File: config.mk
export PLATFORM = sky130hd
export DESIGN_NAME = srb_top
export DESIGN_NICKNAME = d
export VERILOG_FILES = /design/src/rtl/srb_pkg.sv /design/src/rtl/srb_bank.sv /design/src/rtl/srb_top.sv
export SDC_FILE = /design/constraint.sdc
export NUM_CORES = 1
export LEC_CHECK = 0
export ABC_AREA = 1
export BUFFER_PORTS_ARGS = -buffer_cell sky130_fd_sc_hd__clkbuf_2
export CAP_MARGIN = 10
export CORE_MARGIN = 1
export CORE_UTILIZATION = 40
export CTS_CLUSTER_SIZE = 16
export DETAILED_ROUTE_END_ITERATION = 7
export SLEW_MARGIN = 20
export SYNTH_ARGS = -nofsm -noshare
export SYNTH_HDL_FRONTEND = slang
export SYNTH_SLANG_ARGS = --single-unit
File: constraint.sdc
create_clock -name ref_clk_i -period 4.9 [get_ports ref_clk_i]
set_clock_uncertainty 0.1 [all_clocks]
set_input_delay 1.47 -clock ref_clk_i [delete_from_list [all_inputs] [get_ports ref_clk_i]]
set_output_delay 1.47 -clock ref_clk_i [all_outputs]
set_load 0.005 [all_outputs]
File: src/rtl/srb_pkg.sv
// package: commands, bank states, timing counts for the refresh/bank state block
package srb_pkg;
	localparam int BANKS       = 4;
	localparam int ROW_W       = 13;
	localparam int ADDR_W      = 13;
	localparam int CNT_W       = 8;
	localparam int AP_BIT      = 10;
	localparam int CLK_PERIOD_PS = 20000;
	// timing intervals in nanoseconds, then the minimum self refresh exit count in cycles
	localparam int PRECHARGE_PERIOD_NS       = 18;
	localparam int ROW_TO_COLUMN_DELAY_NS    = 18;
	localparam int REFRESH_CYCLE_TIME_NS     = 66;
	localparam int MODE_LOAD_DELAY_NS        = 12;
	localparam int SELF_REFRESH_EXIT_TIME_NS = 67;
	localparam int SELF_REFRESH_INTERVAL_NS  = 7813;
	localparam int MIN_SREF_EXIT_CYCLES      = 2;
	// cycle counts, rounded up, at least one cycle
	function automatic int srb_cyc(input int ns);
		int c;
		c = (ns * 1000 + CLK_PERIOD_PS - 1) / CLK_PERIOD_PS;
		return (c < 1) ? 1 : c;
	endfunction
	localparam int RP_CYC   = srb_cyc(PRECHARGE_PERIOD_NS);
	localparam int RCD_CYC  = srb_cyc(ROW_TO_COLUMN_DELAY_NS);
	localparam int RFC_CYC  = srb_cyc(REFRESH_CYCLE_TIME_NS);
	localparam int MRD_CYC  = srb_cyc(MODE_LOAD_DELAY_NS);
	localparam int XSR_RAW  = srb_cyc(SELF_REFRESH_EXIT_TIME_NS);
	localparam int XSR_CYC  = (XSR_RAW < MIN_SREF_EXIT_CYCLES) ?
		MIN_SREF_EXIT_CYCLES : XSR_RAW;
	localparam int SREF_INT_CYC = srb_cyc(SELF_REFRESH_INTERVAL_NS);

	typedef enum logic [3:0] {
		CMD_INHIBIT, CMD_NOP, CMD_ACTIVATE, CMD_READ, CMD_WRITE,
		CMD_BURST_STOP, CMD_PRECHARGE, CMD_REFRESH, CMD_MODE_LOAD
	} srb_cmd_t;

	typedef enum logic [2:0] {
		BK_IDLE, BK_ACTIVATING, BK_ACTIVE, BK_READ, BK_WRITE,
		BK_READ_AP, BK_WRITE_AP, BK_PRECHARGING
	} srb_bank_state_t;

	typedef enum logic [2:0] {
		DV_NORMAL, DV_REFRESHING, DV_MODE_LOAD, DV_PRECHARGE_ALL,
		DV_SELF_REFRESH, DV_SREF_EXIT
	} srb_dev_state_t;

	// command pins as sampled on the rising edge, chip select and strobes active low
	typedef struct packed {
		logic              chip_sel_n;
		logic              row_strobe_n;
		logic              col_strobe_n;
		logic              write_strobe_n;
		logic              clk_en;
		logic              bank_select_hi;
		logic              bank_select_lo;
		logic [ADDR_W-1:0] addr;
	} srb_pins_t;

	// decoded command for one bank
	typedef struct packed {
		logic act;
		logic rd;
		logic wr;
		logic pre;
		logic ap;
		logic stop;
	} srb_bank_cmd_t;
endpackage

File: src/rtl/srb_bank.sv
// one bank's command-state machine with its busy-time counter
`timescale 1ns/1ps
module srb_bank (
	input  wire logic                    ref_clk_i,
	input  wire logic                    rst_i,
	input  wire srb_pkg::srb_bank_cmd_t  cmd_i,
	input  wire logic                    force_idle_i,
	output srb_pkg::srb_bank_state_t     state_o
);
	import srb_pkg::*;

	srb_bank_state_t  state_q, state_d;
	logic [CNT_W-1:0] cnt_q, cnt_d;

	always_comb begin
		state_d = state_q;
		cnt_d   = (cnt_q != '0) ? cnt_q - 1'b1 : cnt_q;
		case (state_q)
			BK_IDLE: begin
				// RULE12: idle activate
				if (cmd_i.act) begin
					state_d = BK_ACTIVATING;
					cnt_d   = CNT_W'(RCD_CYC - 1);
				end
				// RULE13: idle precharge is nop
			end
			// RULE18: timed busy states
			BK_ACTIVATING: begin
				if (cnt_q == '0)
					state_d = BK_ACTIVE;
			end
			BK_PRECHARGING, BK_READ_AP, BK_WRITE_AP: begin
				// RULE19: auto precharge to idle
				if (cnt_q == '0)
					state_d = BK_IDLE;
			end
			BK_ACTIVE, BK_READ, BK_WRITE: begin
				// RULE14: read, write, precharge
				// RULE15: precharge cuts burst
				if (cmd_i.pre) begin
					state_d = BK_PRECHARGING;
					cnt_d   = CNT_W'(RP_CYC - 1);
				end else if (cmd_i.rd || cmd_i.wr) begin
					if (cmd_i.ap) begin
						state_d = cmd_i.rd ? BK_READ_AP : BK_WRITE_AP;
						cnt_d   = CNT_W'(RP_CYC - 1);
					end else begin
						state_d = cmd_i.rd ? BK_READ : BK_WRITE;
					end
				// RULE16: burst stop
				end else if (cmd_i.stop && state_q != BK_ACTIVE) begin
					state_d = BK_ACTIVE;
				end
			end
			default: state_d = BK_IDLE;
		endcase
		// RULE24: end of precharge-all forces banks idle
		if (force_idle_i) begin
			state_d = BK_IDLE;
			cnt_d   = '0;
		end
	end

	// RULE25: counter timing
	always_ff @(posedge ref_clk_i) begin
		if (rst_i) begin
			state_q <= BK_IDLE;
			cnt_q   <= '0;
		end else begin
			state_q <= state_d;
			cnt_q   <= cnt_d;
		end
	end

	assign state_o = state_q;
endmodule // srb_bank

File: src/rtl/srb_top.sv
// refresh and per-bank command-state logic of a synchronous dram
// Contract
// RULE1: controller issues one refresh command per refresh needed.
// RULE2: controller precharges all banks, waits precharge period, before refresh.
// RULE3: refresh row comes from internal counter; address pins ignored.
// RULE4: controller gives 8192 refreshes per 64 ms (16 ms automotive).
// RULE5: distributed refresh every 7.813 us (1.953 us automotive) suffices.
// RULE6: or 8192 refreshes back to back at refresh cycle time.
// RULE7: refresh with clock enable low enters self refresh; inputs ignored.
// RULE8: in self refresh device times and performs its own refreshes.
// RULE9: controller stays in self refresh at least row active minimum.
// RULE10: exit: stable clock, raise clock enable, nops for exit time.
// RULE11: after exit, refreshes resume every 7.81 us or less.
// RULE12: idle bank accepts activate, refresh, mode load, precharge.
// RULE13: precharge to idle bank leaves it idle, acts as nop.
// RULE14: active bank accepts read, write, precharge, with or without ap.
// RULE15: precharge truncates open burst; new read or write restarts.
// RULE16: burst stop ends most recent burst in any bank.
// RULE17: controller sends only nop to a bank in timed states.
// RULE18: precharge and activate states end after their periods.
// RULE19: auto precharge access busy for precharge period, then idle.
// RULE20: controller nops during refresh, mode load, precharge-all times.
// RULE21: refresh and mode load only when every bank idle.
// RULE22: commands act only with clock enable high now and before.
// RULE23: command decode from chip select and three strobes.
// RULE24: address bit ten on precharge selects all banks.
// RULE25: busy states timed by counters from rounded-up periods.
`timescale 1ns/1ps
module srb_top (
	input  wire logic                          ref_clk_i,
	input  wire logic                          rst_i,
	input  wire srb_pkg::srb_pins_t            pins_i,
	output srb_pkg::srb_dev_state_t            dev_state_o,
	output logic [srb_pkg::BANKS*3-1:0]        bank_states_o,
	output logic [srb_pkg::ROW_W-1:0]          refresh_row_o,
	output logic                               refresh_pulse_o,
	output logic                               all_idle_o
);
	import srb_pkg::*;

	srb_cmd_t        cmd;
	srb_dev_state_t  dev_q, dev_d;
	logic            cke_prev_q;
	logic [CNT_W-1:0] dcnt_q, dcnt_d;
	logic [15:0]      osc_q, osc_d;
	logic [ROW_W-1:0] row_q, row_d;
	logic            pulse_d, pulse_q;
	logic [1:0]      bank_idx;
	logic [1:0]      last_bank_q, last_bank_d;
	logic            accept;
	logic            all_idle;
	logic            pre_all;
	logic            force_idle;
	srb_bank_state_t bst [BANKS];
	srb_bank_cmd_t   bcmd [BANKS];
	logic [BANKS*3-1:0] bst_flat;

	// RULE23: command decode
	always_comb begin
		if (pins_i.chip_sel_n)
			cmd = CMD_INHIBIT;
		else begin
			case ({pins_i.row_strobe_n, pins_i.col_strobe_n,
				pins_i.write_strobe_n})
				3'h7: cmd = CMD_NOP;
				3'h3: cmd = CMD_ACTIVATE;
				3'h5: cmd = CMD_READ;
				3'h4: cmd = CMD_WRITE;
				3'h6: cmd = CMD_BURST_STOP;
				3'h2: cmd = CMD_PRECHARGE;
				3'h1: cmd = CMD_REFRESH;
				3'h0: cmd = CMD_MODE_LOAD;
				default: cmd = CMD_NOP;
			endcase
		end
	end

	assign bank_idx = {pins_i.bank_select_hi, pins_i.bank_select_lo};

	// RULE22: both clock-enable edges high, normal state
	assign accept = cke_prev_q && pins_i.clk_en && dev_q == DV_NORMAL;
	assign pre_all = accept && cmd == CMD_PRECHARGE && pins_i.addr[AP_BIT];
	assign force_idle = dev_q == DV_PRECHARGE_ALL && dcnt_q == '0;

	always_comb begin
		all_idle = 1'b1;
		for (int b = 0; b < BANKS; b++) begin
			if (bst[b] != BK_IDLE)
				all_idle = 1'b0;
		end
	end

	// RULE16: track most recent burst bank
	always_comb begin
		last_bank_d = last_bank_q;
		if (accept && (cmd == CMD_READ || cmd == CMD_WRITE))
			last_bank_d = bank_idx;
	end

	genvar g;
	generate
		for (g = 0; g < BANKS; g++) begin : g_bank
			logic sel;
			assign sel = accept && bank_idx == 2'(g);
			assign bcmd[g].act  = sel && cmd == CMD_ACTIVATE;
			assign bcmd[g].rd   = sel && cmd == CMD_READ;
			assign bcmd[g].wr   = sel && cmd == CMD_WRITE;
			// RULE24: single or all banks
			assign bcmd[g].pre  = accept && cmd == CMD_PRECHARGE &&
				(pins_i.addr[AP_BIT] || bank_idx == 2'(g));
			assign bcmd[g].ap   = pins_i.addr[AP_BIT];
			assign bcmd[g].stop = accept && cmd == CMD_BURST_STOP &&
				last_bank_q == 2'(g);
			srb_bank u_bank (
				.ref_clk_i    (ref_clk_i),
				.rst_i        (rst_i),
				.cmd_i        (bcmd[g]),
				.force_idle_i (force_idle),
				.state_o      (bst[g])
			);
			assign bst_flat[g*3 +: 3] = bst[g];
		end
	endgenerate

	// device-wide state: refresh, mode load, precharge all, self refresh
	always_comb begin
		dev_d   = dev_q;
		dcnt_d  = (dcnt_q != '0) ? dcnt_q - 1'b1 : dcnt_q;
		osc_d   = osc_q;
		row_d   = row_q;
		pulse_d = 1'b0;
		case (dev_q)
			DV_NORMAL: begin
				if (cke_prev_q && cmd == CMD_REFRESH && all_idle) begin
					// RULE3: row from internal counter
					row_d   = row_q + 1'b1;
					pulse_d = 1'b1;
					if (pins_i.clk_en) begin
						dev_d  = DV_REFRESHING;
						dcnt_d = CNT_W'(RFC_CYC - 1);
					end else begin
						// RULE7: self refresh entry
						dev_d = DV_SELF_REFRESH;
						osc_d = 16'(SREF_INT_CYC - 1);
					end
				end else if (accept && cmd == CMD_MODE_LOAD && all_idle) begin
					dev_d  = DV_MODE_LOAD;
					dcnt_d = CNT_W'(MRD_CYC - 1);
				end else if (pre_all) begin
					dev_d  = DV_PRECHARGE_ALL;
					dcnt_d = CNT_W'(RP_CYC - 1);
				end
			end
			DV_REFRESHING, DV_MODE_LOAD, DV_PRECHARGE_ALL, DV_SREF_EXIT: begin
				if (dcnt_q == '0)
					dev_d = DV_NORMAL;
			end
			DV_SELF_REFRESH: begin
				// RULE8: internal refresh timer
				if (osc_q == '0) begin
					osc_d   = 16'(SREF_INT_CYC - 1);
					row_d   = row_q + 1'b1;
					pulse_d = 1'b1;
				end else begin
					osc_d = osc_q - 1'b1;
				end
				// RULE10: exit waits exit time
				if (pins_i.clk_en) begin
					dev_d  = DV_SREF_EXIT;
					dcnt_d = CNT_W'(XSR_CYC - 1);
				end
			end
			default: dev_d = DV_NORMAL;
		endcase
	end

	always_ff @(posedge ref_clk_i) begin
		if (rst_i) begin
			dev_q       <= DV_NORMAL;
			dcnt_q      <= '0;
			osc_q       <= '0;
			row_q       <= '0;
			pulse_q     <= 1'b0;
			cke_prev_q  <= 1'b0;
			last_bank_q <= '0;
		end else begin
			dev_q       <= dev_d;
			dcnt_q      <= dcnt_d;
			osc_q       <= osc_d;
			row_q       <= row_d;
			pulse_q     <= pulse_d;
			cke_prev_q  <= pins_i.clk_en;
			last_bank_q <= last_bank_d;
		end
	end

	// registered status outputs
	always_ff @(posedge ref_clk_i) begin
		if (rst_i) begin
			bank_states_o <= '0;
			all_idle_o    <= 1'b1;
		end else begin
			bank_states_o <= bst_flat;
			all_idle_o    <= all_idle;
		end
	end

	assign dev_state_o     = dev_q;
	assign refresh_row_o   = row_q;
	assign refresh_pulse_o = pulse_q;
endmodule // srb_top

Yosys cells after proc, flatten, opt, wreduce, memory -nomap -nowiden
Memories as Yosys holds them, arrays and structs flattened.
Cells that the tools add are included.
{"block": "totals", "reg_bits": 101, "romBits": 32, "inputBits": 22, "output_inout_bits": 30, "word_cells": 277, "mem_count": 1}
{"block": "op_classes", "addsub": 7, "n_eq_ne": 72, "mux": 92, "n_reduce_logical": 88}
{"name": "(name not given)", "words": 8, "width": 4, "read_ports": 1, "rd_clocked_by_memory_dff": 0, "wr": 0, "line_no": "srb_top.sv:63", "rtl": "case ({pins_i.row_strobe_n, pins_i.col_strobe_n,"}
{"operator": "$mux W8", "count": 25}
{"operator": "$mux W3", "count": 38}
{"operator": "$pmux W8 S2", "count": 5}
{"operator": "$eq A3 B3 Y1 const B", "count": 18}
{"operator": "$mux W16", "count": 3}
{"operator": "$pmux W3 S4", "count": 4}
{"operator": "$logic_not A8 Y1", "count": 5}
{"operator": "$reduce_bool A8 Y1", "count": 5}
{"operator": "$sub A8 B1 Y8 const B", "count": 5}
{"operator": "$logic_and A1 B1 Y1", "count": 39}
{"operator": "$pmux W16 S2", "count": 1}
{"operator": "$eq A3 B2 Y1 const B", "count": 10}
{"operator": "$mux W13", "count": 2}
{"operator": "$pmux W13 S2", "count": 1}
{"operator": "$reduce_or A3 Y1", "count": 8}
{"operator": "$ne A4 B2 Y1 const B", "count": 5}
{"operator": "$ne A2 B1 Y1 const B", "count": 9}
{"operator": "$eq A4 B3 Y1 const B", "count": 4}
{"operator": "$logic_not A16 Y1", "count": 1}
{"operator": "$ne A2 B2 Y1 const B", "count": 8}
{"operator": "$reduce_and A4 Y1", "count": 4}
{"operator": "$sub A16 B1 Y16 const B", "count": 1}
{"operator": "$eq A3 B1 Y1 const B", "count": 5}
{"operator": "$logic_not A3 Y1", "count": 5}
{"operator": "18 further kinds", "count": 48}

Logic depth before layout (Yosys ltp)
An unclocked memory read counts as a cell.
{"block": "depth", "ltp_word": 10, "ltp_mapped": 15}

Modules after synthesis
Synthesis repeated with hierarchy kept, for this count alone.
{"block": "unflattened", "hier_cells": 875, "hier_area_um2": 5985.7}
{"mod": "srb_top", "n_inst": 1, "cells_each": 479, "area_each_um2": 3228.1, "seq_area_each_um2": 1141.1}
{"mod": "srb_bank", "n_inst": 4, "cells_each": 99, "area_each_um2": 689.4, "seq_area_each_um2": 220.2}

Worst setup path after synthesis
Ideal clock, no wire load.
{"block": "synth_timing", "kind": "input-to-reg", "startpoint": "input pins_i[16] (netlist bit)", "endpoint": "register osc_q[0]", "arrival_ps": 2848, "required_ps": 4688, "setup_slack_ps": 1840, "path_stages": 14, "path_buffers": 1, "cell_sequence": "inv_1 ha_1 inv_1 nand2_1 nand3_4 nor2_4 nand3_2 nor2_2 nand2_2 nand2_2 nand2_4 buf_6 o21ai_2 inv_1"}
{"block": "synth_between", "elab_chain_len": 7}
{"element": "from (decl)", "line_no": "srb_top.sv:32", "rtl": "input wire srb_pkg::srb_pins_t pins_i,"}
{"element": "$mem_v2 Z8 W4"}
{"element": "$mux W4", "line_no": "srb_top.sv:60", "rtl": "if (pins_i.chip_sel_n)"}
{"element": "$eq A4 B3 Y1", "line_no": "srb_top.sv:134", "rtl": "if (cke_prev_q && cmd == CMD_REFRESH && all_idle) begin"}
{"element": "$logic_and A1 B1 Y1 (2 in series)", "line_no": "srb_top.sv:134"}
{"element": "$ne A2 B1 Y1 (no line)"}
{"element": "$reduce_and A3 Y1 (no line)"}
{"element": "to (signal assigned)", "line_no": "srb_top.sv:189", "rtl": "osc_q <= osc_d;"}
{"element": "to (decl)", "line_no": "srb_top.sv:45", "rtl": "logic [15:0] osc_q, osc_d;"}
Every way passes these cells.
A chain may end at the register's enable or synchronous reset.

Final worst setup path
{"block": "layout_timing", "startpoint": "input pins_i[17] (netlist bit)", "endpoint": "register row_q[0], in the netlist refresh_row_o[0]"}
{"block": "layout_between", "elab_chain_len": 7}
{"element": "$mem_v2 Z8 W4"}
{"element": "$mux W4", "line_no": "srb_top.sv:60"}
{"element": "$eq A4 B3 Y1", "line_no": "srb_top.sv:134"}
{"element": "$logic_and A1 B1 Y1 (2 in series)", "line_no": "srb_top.sv:134"}
{"element": "$ne A2 B1 Y1 (no line)"}
{"element": "$reduce_and A3 Y1 (no line)"}
{"element": "to (signal assigned)", "line_no": "srb_top.sv:190", "rtl": "row_q <= row_d;"}
{"element": "to (decl)", "line_no": "srb_top.sv:46", "rtl": "logic [ROW_W-1:0] row_q, row_d;"}
Every way passes these cells.

==> results.md <==
- dfxtp_1 takes more of the synthesized area than any other cell.
- The most used standard cell by instance count after synthesis is nand2_1.
- Counting flops with a built-in enable in the synthesized netlist gives 0.
- The combinational share of power is 42.9%.
- Per report_power, the clock group accounts for 24.5% of the total.
- The post-synthesis instance area is 0.005902 mm².
- The achievable frequency is 311.6 MHz.
- Routability-driven placement finished with a final weighted congestion of 0.8488.
- The setup check on the worst reg-to-reg path leaves a slack of 2.37 ns.
- The switching component of the power is 1322 µW.
- Max-cap violations in this run came to 0.
- The total via count after detailed routing is 5,291.
- The net count of the finished layout is 950.
- The die width is 123.5 µm.
- The placement row count is 44.
- The sequential fraction of design power is 32.6%.
- The initial antenna violation count is 0.
- The wire-length estimate of the detail-placed layout is 9405 µm.
- The number of max-slew violations in the final report is 0.
- In the final layout, the share of cells above drive strength 1 is 11.97%.
- In this run, distinct cell masters in the synthesized netlist total 42.
- In this run the count of I/O pins placed on the die edge is 52.
- The worst hold path belongs to the class flop to flop.
- The region available for standard cell placement spans 0.01448 mm².
- The cell family with the largest share of critical-path delay is simple AND/OR/NAND/NOR gates.
- The worst-case IR drop observed on VDD is 303.1 µV.
- The share of the Yosys chip area taken by registers is 34.26%.
- The global-route wire length before repair is 22,020 µm.
- The number of buffers between clock root and the deepest sink is 2.
- In this run the static leakage power is 0.003057 µW.
- The antenna diode count is 0.
- The quantity of I/O buffers inserted on ports is 39.
- The top-area cell type share of the netlist area is 34.26%.
- The total DRC errors in the routed layout is 0.
- Setup repair after global routing left no endpoint under its margin.
- For this design, the CTS-stage hold fixing added 0 buffers.
- The slowest cell on the critical path is ha_1.
- The kind of launch point of the worst setup path is a primary input.
- The DRC violation total after the first TritonRoute iteration is 321.
- STA puts the critical path data arrival time at 3.35 ns.
- Counting every net in the synthesized netlist gives 915.
- The total number of H-tree levels is 3.
- The number of warning messages in the yosys log is 0.
- The utilization after layout is 45.30%.
- Counting flops and latches in the post-synthesis netlist gives 101.
- The die covers 0.01524 mm².
- The length of the first detailed-routing pass in iterations is 5.
- For this configuration, the core starts out at a cell density of 40.76%.
- The routed wirelength normalized by instance count is 11.81 µm.
- The root cell of the clock tree is clkbuf_16.
- The worst pin sits at a relative slew slack of 39.86%.
- Dividing the final minimum period by the clock period gives 65.50%.
- The CTS clock-pin slew for the worst setup and hold paths is 0.07 ns.
- In the routed layout, each cell is associated on average with a via count of 4.797.
- The setup TNS is 0 ns.
- Traced cell by cell, the critical path runs through clkbuf_2 -> inv_1 -> ha_1 -> inv_1 -> nand2_1 -> nand3_4 -> nor2_4 -> nand3_2 -> nor2_2 -> nand2_2 -> nand2_4 -> inv_2 -> o21ai_0 -> a21oi_1.
- The maximum fanout encountered on the critical timing path is 15.
- The clock reaches the later pin of the worst-skew pair after 0.36 ns.
- Net switching is 41.65% of the power.
- The worst setup path is of the primary input to flop kind.
- For this run, the total global-route usage over all layers was measured as 18.37%.
- The post-route antenna net violation count is 0.
- Internal power comes to 1852 µW.
- In this run the mean area of a mapped cell was 6.714 µm².
- The most used flip-flop cell after synthesis is dfxtp_1.
- The run finished with clean final reports.
- TritonCTS created 9 clock buffers.
- The total buffers and inverters traversed by the critical path is 4.
- The count of mapped cells out of synthesis is 879.
- The most numerous cell type found on the critical path is inv_1.
- The setup fix buffers added after clock tree synthesis is 0.
- The stage delay of the slowest cell on the critical path is 0.29 ns.
- The clock sink total is 101.
- The commonest cells after synthesis are nand2_1 (208), inv_1 (120), nor2_1 (113), dfxtp_1 (101), nand3_1 (48).
- After synthesis, the cell types taking the most area are dfxtp_1 (34%), nand2_1 (13%), inv_1 (7.6%).
- The fraction of registers with async set or reset after synthesis is 0%.
- The total overflow left after global routing is 0.
- TritonCTS built the clock tree.
- Entering global routing, the biggest net connects 42 pins.
- The number of setup violations in the final report is 0.
- The synthesis-to-layout area growth is 11.13%.
- The worst hold margin is 0.3762 ns.
- For this design the ratio of total power to cell area is 483.9 mW/mm².
- The total of cells resized after clock tree synthesis is 0.
- The data required time of the worst path is 5.04 ns.
- The vertical extent of the die is 123.5 µm.
- The sum of routed wire length over all layers is 13,030 µm.
- The number of global-route vias before repair is 4,698.
- The final-report hold violation count is 0.
- At the pin with the least slew margin, the transition time is 0.8947 ns.
- The worst path in the final design needs a cycle of 3.210 ns, including I/O delays and setup.
- The kind of capture point of the worst setup path is a flop.
[final timing paths]
path,cells after the start,end,from
min reg2reg,2,g_bank[2].u_bank.state_o[2],g_bank[2].u_bank.state_o[2]
min,2,g_bank[2].u_bank.state_o[2],g_bank[2].u_bank.state_o[2]
max reg2reg,9,g_bank[1].u_bank.cnt_q[3],dcnt_q[0]
max,14,refresh_row_o[0],pins_i[17]
[kinds of logic after synthesis]
family	count (synthesis)	share of synthesized area [%]
AOI/OAI and AO/OA	94	8.883
xor gates and xnor gates	42	6.233
adders and majority gates	14	2.968
buffers and inverters	144	9.858
DFF	101	34.26
muxes	3	0.5300
and+or+nand+nor	481	37.27
[worst min-delay path, cell delays in order (launching register included)]
cell	delay (ns)
dfxtp_1	0.32
nand2_1	0.06
a21oi_1	0.05
[cell usage in the layout, fill, tap and decap left out, drive strengths merged, types with 2 or more instances in the layout]
cell      instances
xnor2            12
nand3b            3
o21ai            35
nor2            124
o21bai            3
ha               14
nand4            23
a21oi            45
inv             128
clkinv            2
nand3            54
clkbuf           48
o211ai            4
bufinv            2
mux2i             2
a21boi            3
xor2             30
nor3             44
dfxtp           101
clkinvlp          3
nor4              8
or2               6
nand2           218
a21o              2
[power by group through the flow]
stage | clock [µW] | sequential (µW) | combinational [µW]
after floorplan | 0 | 1030 | 1120
after global placement | 0 | 1050 | 1340
after detailed placement | 0 | 1050 | 1360
after CTS | 809 | 1030 | 1370
after global routing | 840 | 1050 | 1580
final | 778 | 1030 | 1360
[registers in the layout, indices dropped and copies added, names as in the netlist]
name and cells:
dev_state_o 3, osc_q 16, g_bank.u_bank.state_o 12, bank_states_o 12, last_bank_q 2, all_idle_o 1
dcnt_q 8, refresh_row_o 13, g_bank.u_bank.cnt_q 32, refresh_pulse_o 1, cke_prev_q 1
[cell type report]
type,count,area [µm²]
sequential,101,2022
multi-input combinational,634,3298
timing repair buffer,40,202.7
tap,184,230.2
clock inverter,7,100.1
clock buffer,9,225.2
inverter,128,480.5
fill,1510,7920
[layer usage]
metal,up-vias,wire length [µm],GRT usage (%)
met2,64,5811,29.05
met1,2342,6545,24.41
met3,13,504,5.166
met5,-,0,0
li1,2872,-,-
met4,0,166,4.895
[stage by stage]
| step | setup slack, ns | cell area, µm² | power [µW] | instances |
|---|---|---|---|---|
| floorplan | 1.840 | 5902 | 2143 | 879 |
| global route | 1.433 | 6559 | 3467 | 1103 |
| detailed placement | 1.314 | 6233 | 2408 | 1087 |
| CTS | 1.702 | 6559 | 3209 | 1103 |
| finish | 1.690 | 6559 | 3174 | 1103 |
| global placement | 1.336 | 6233 | 2394 | 1087 |
(Power assumes the default switching activity.)
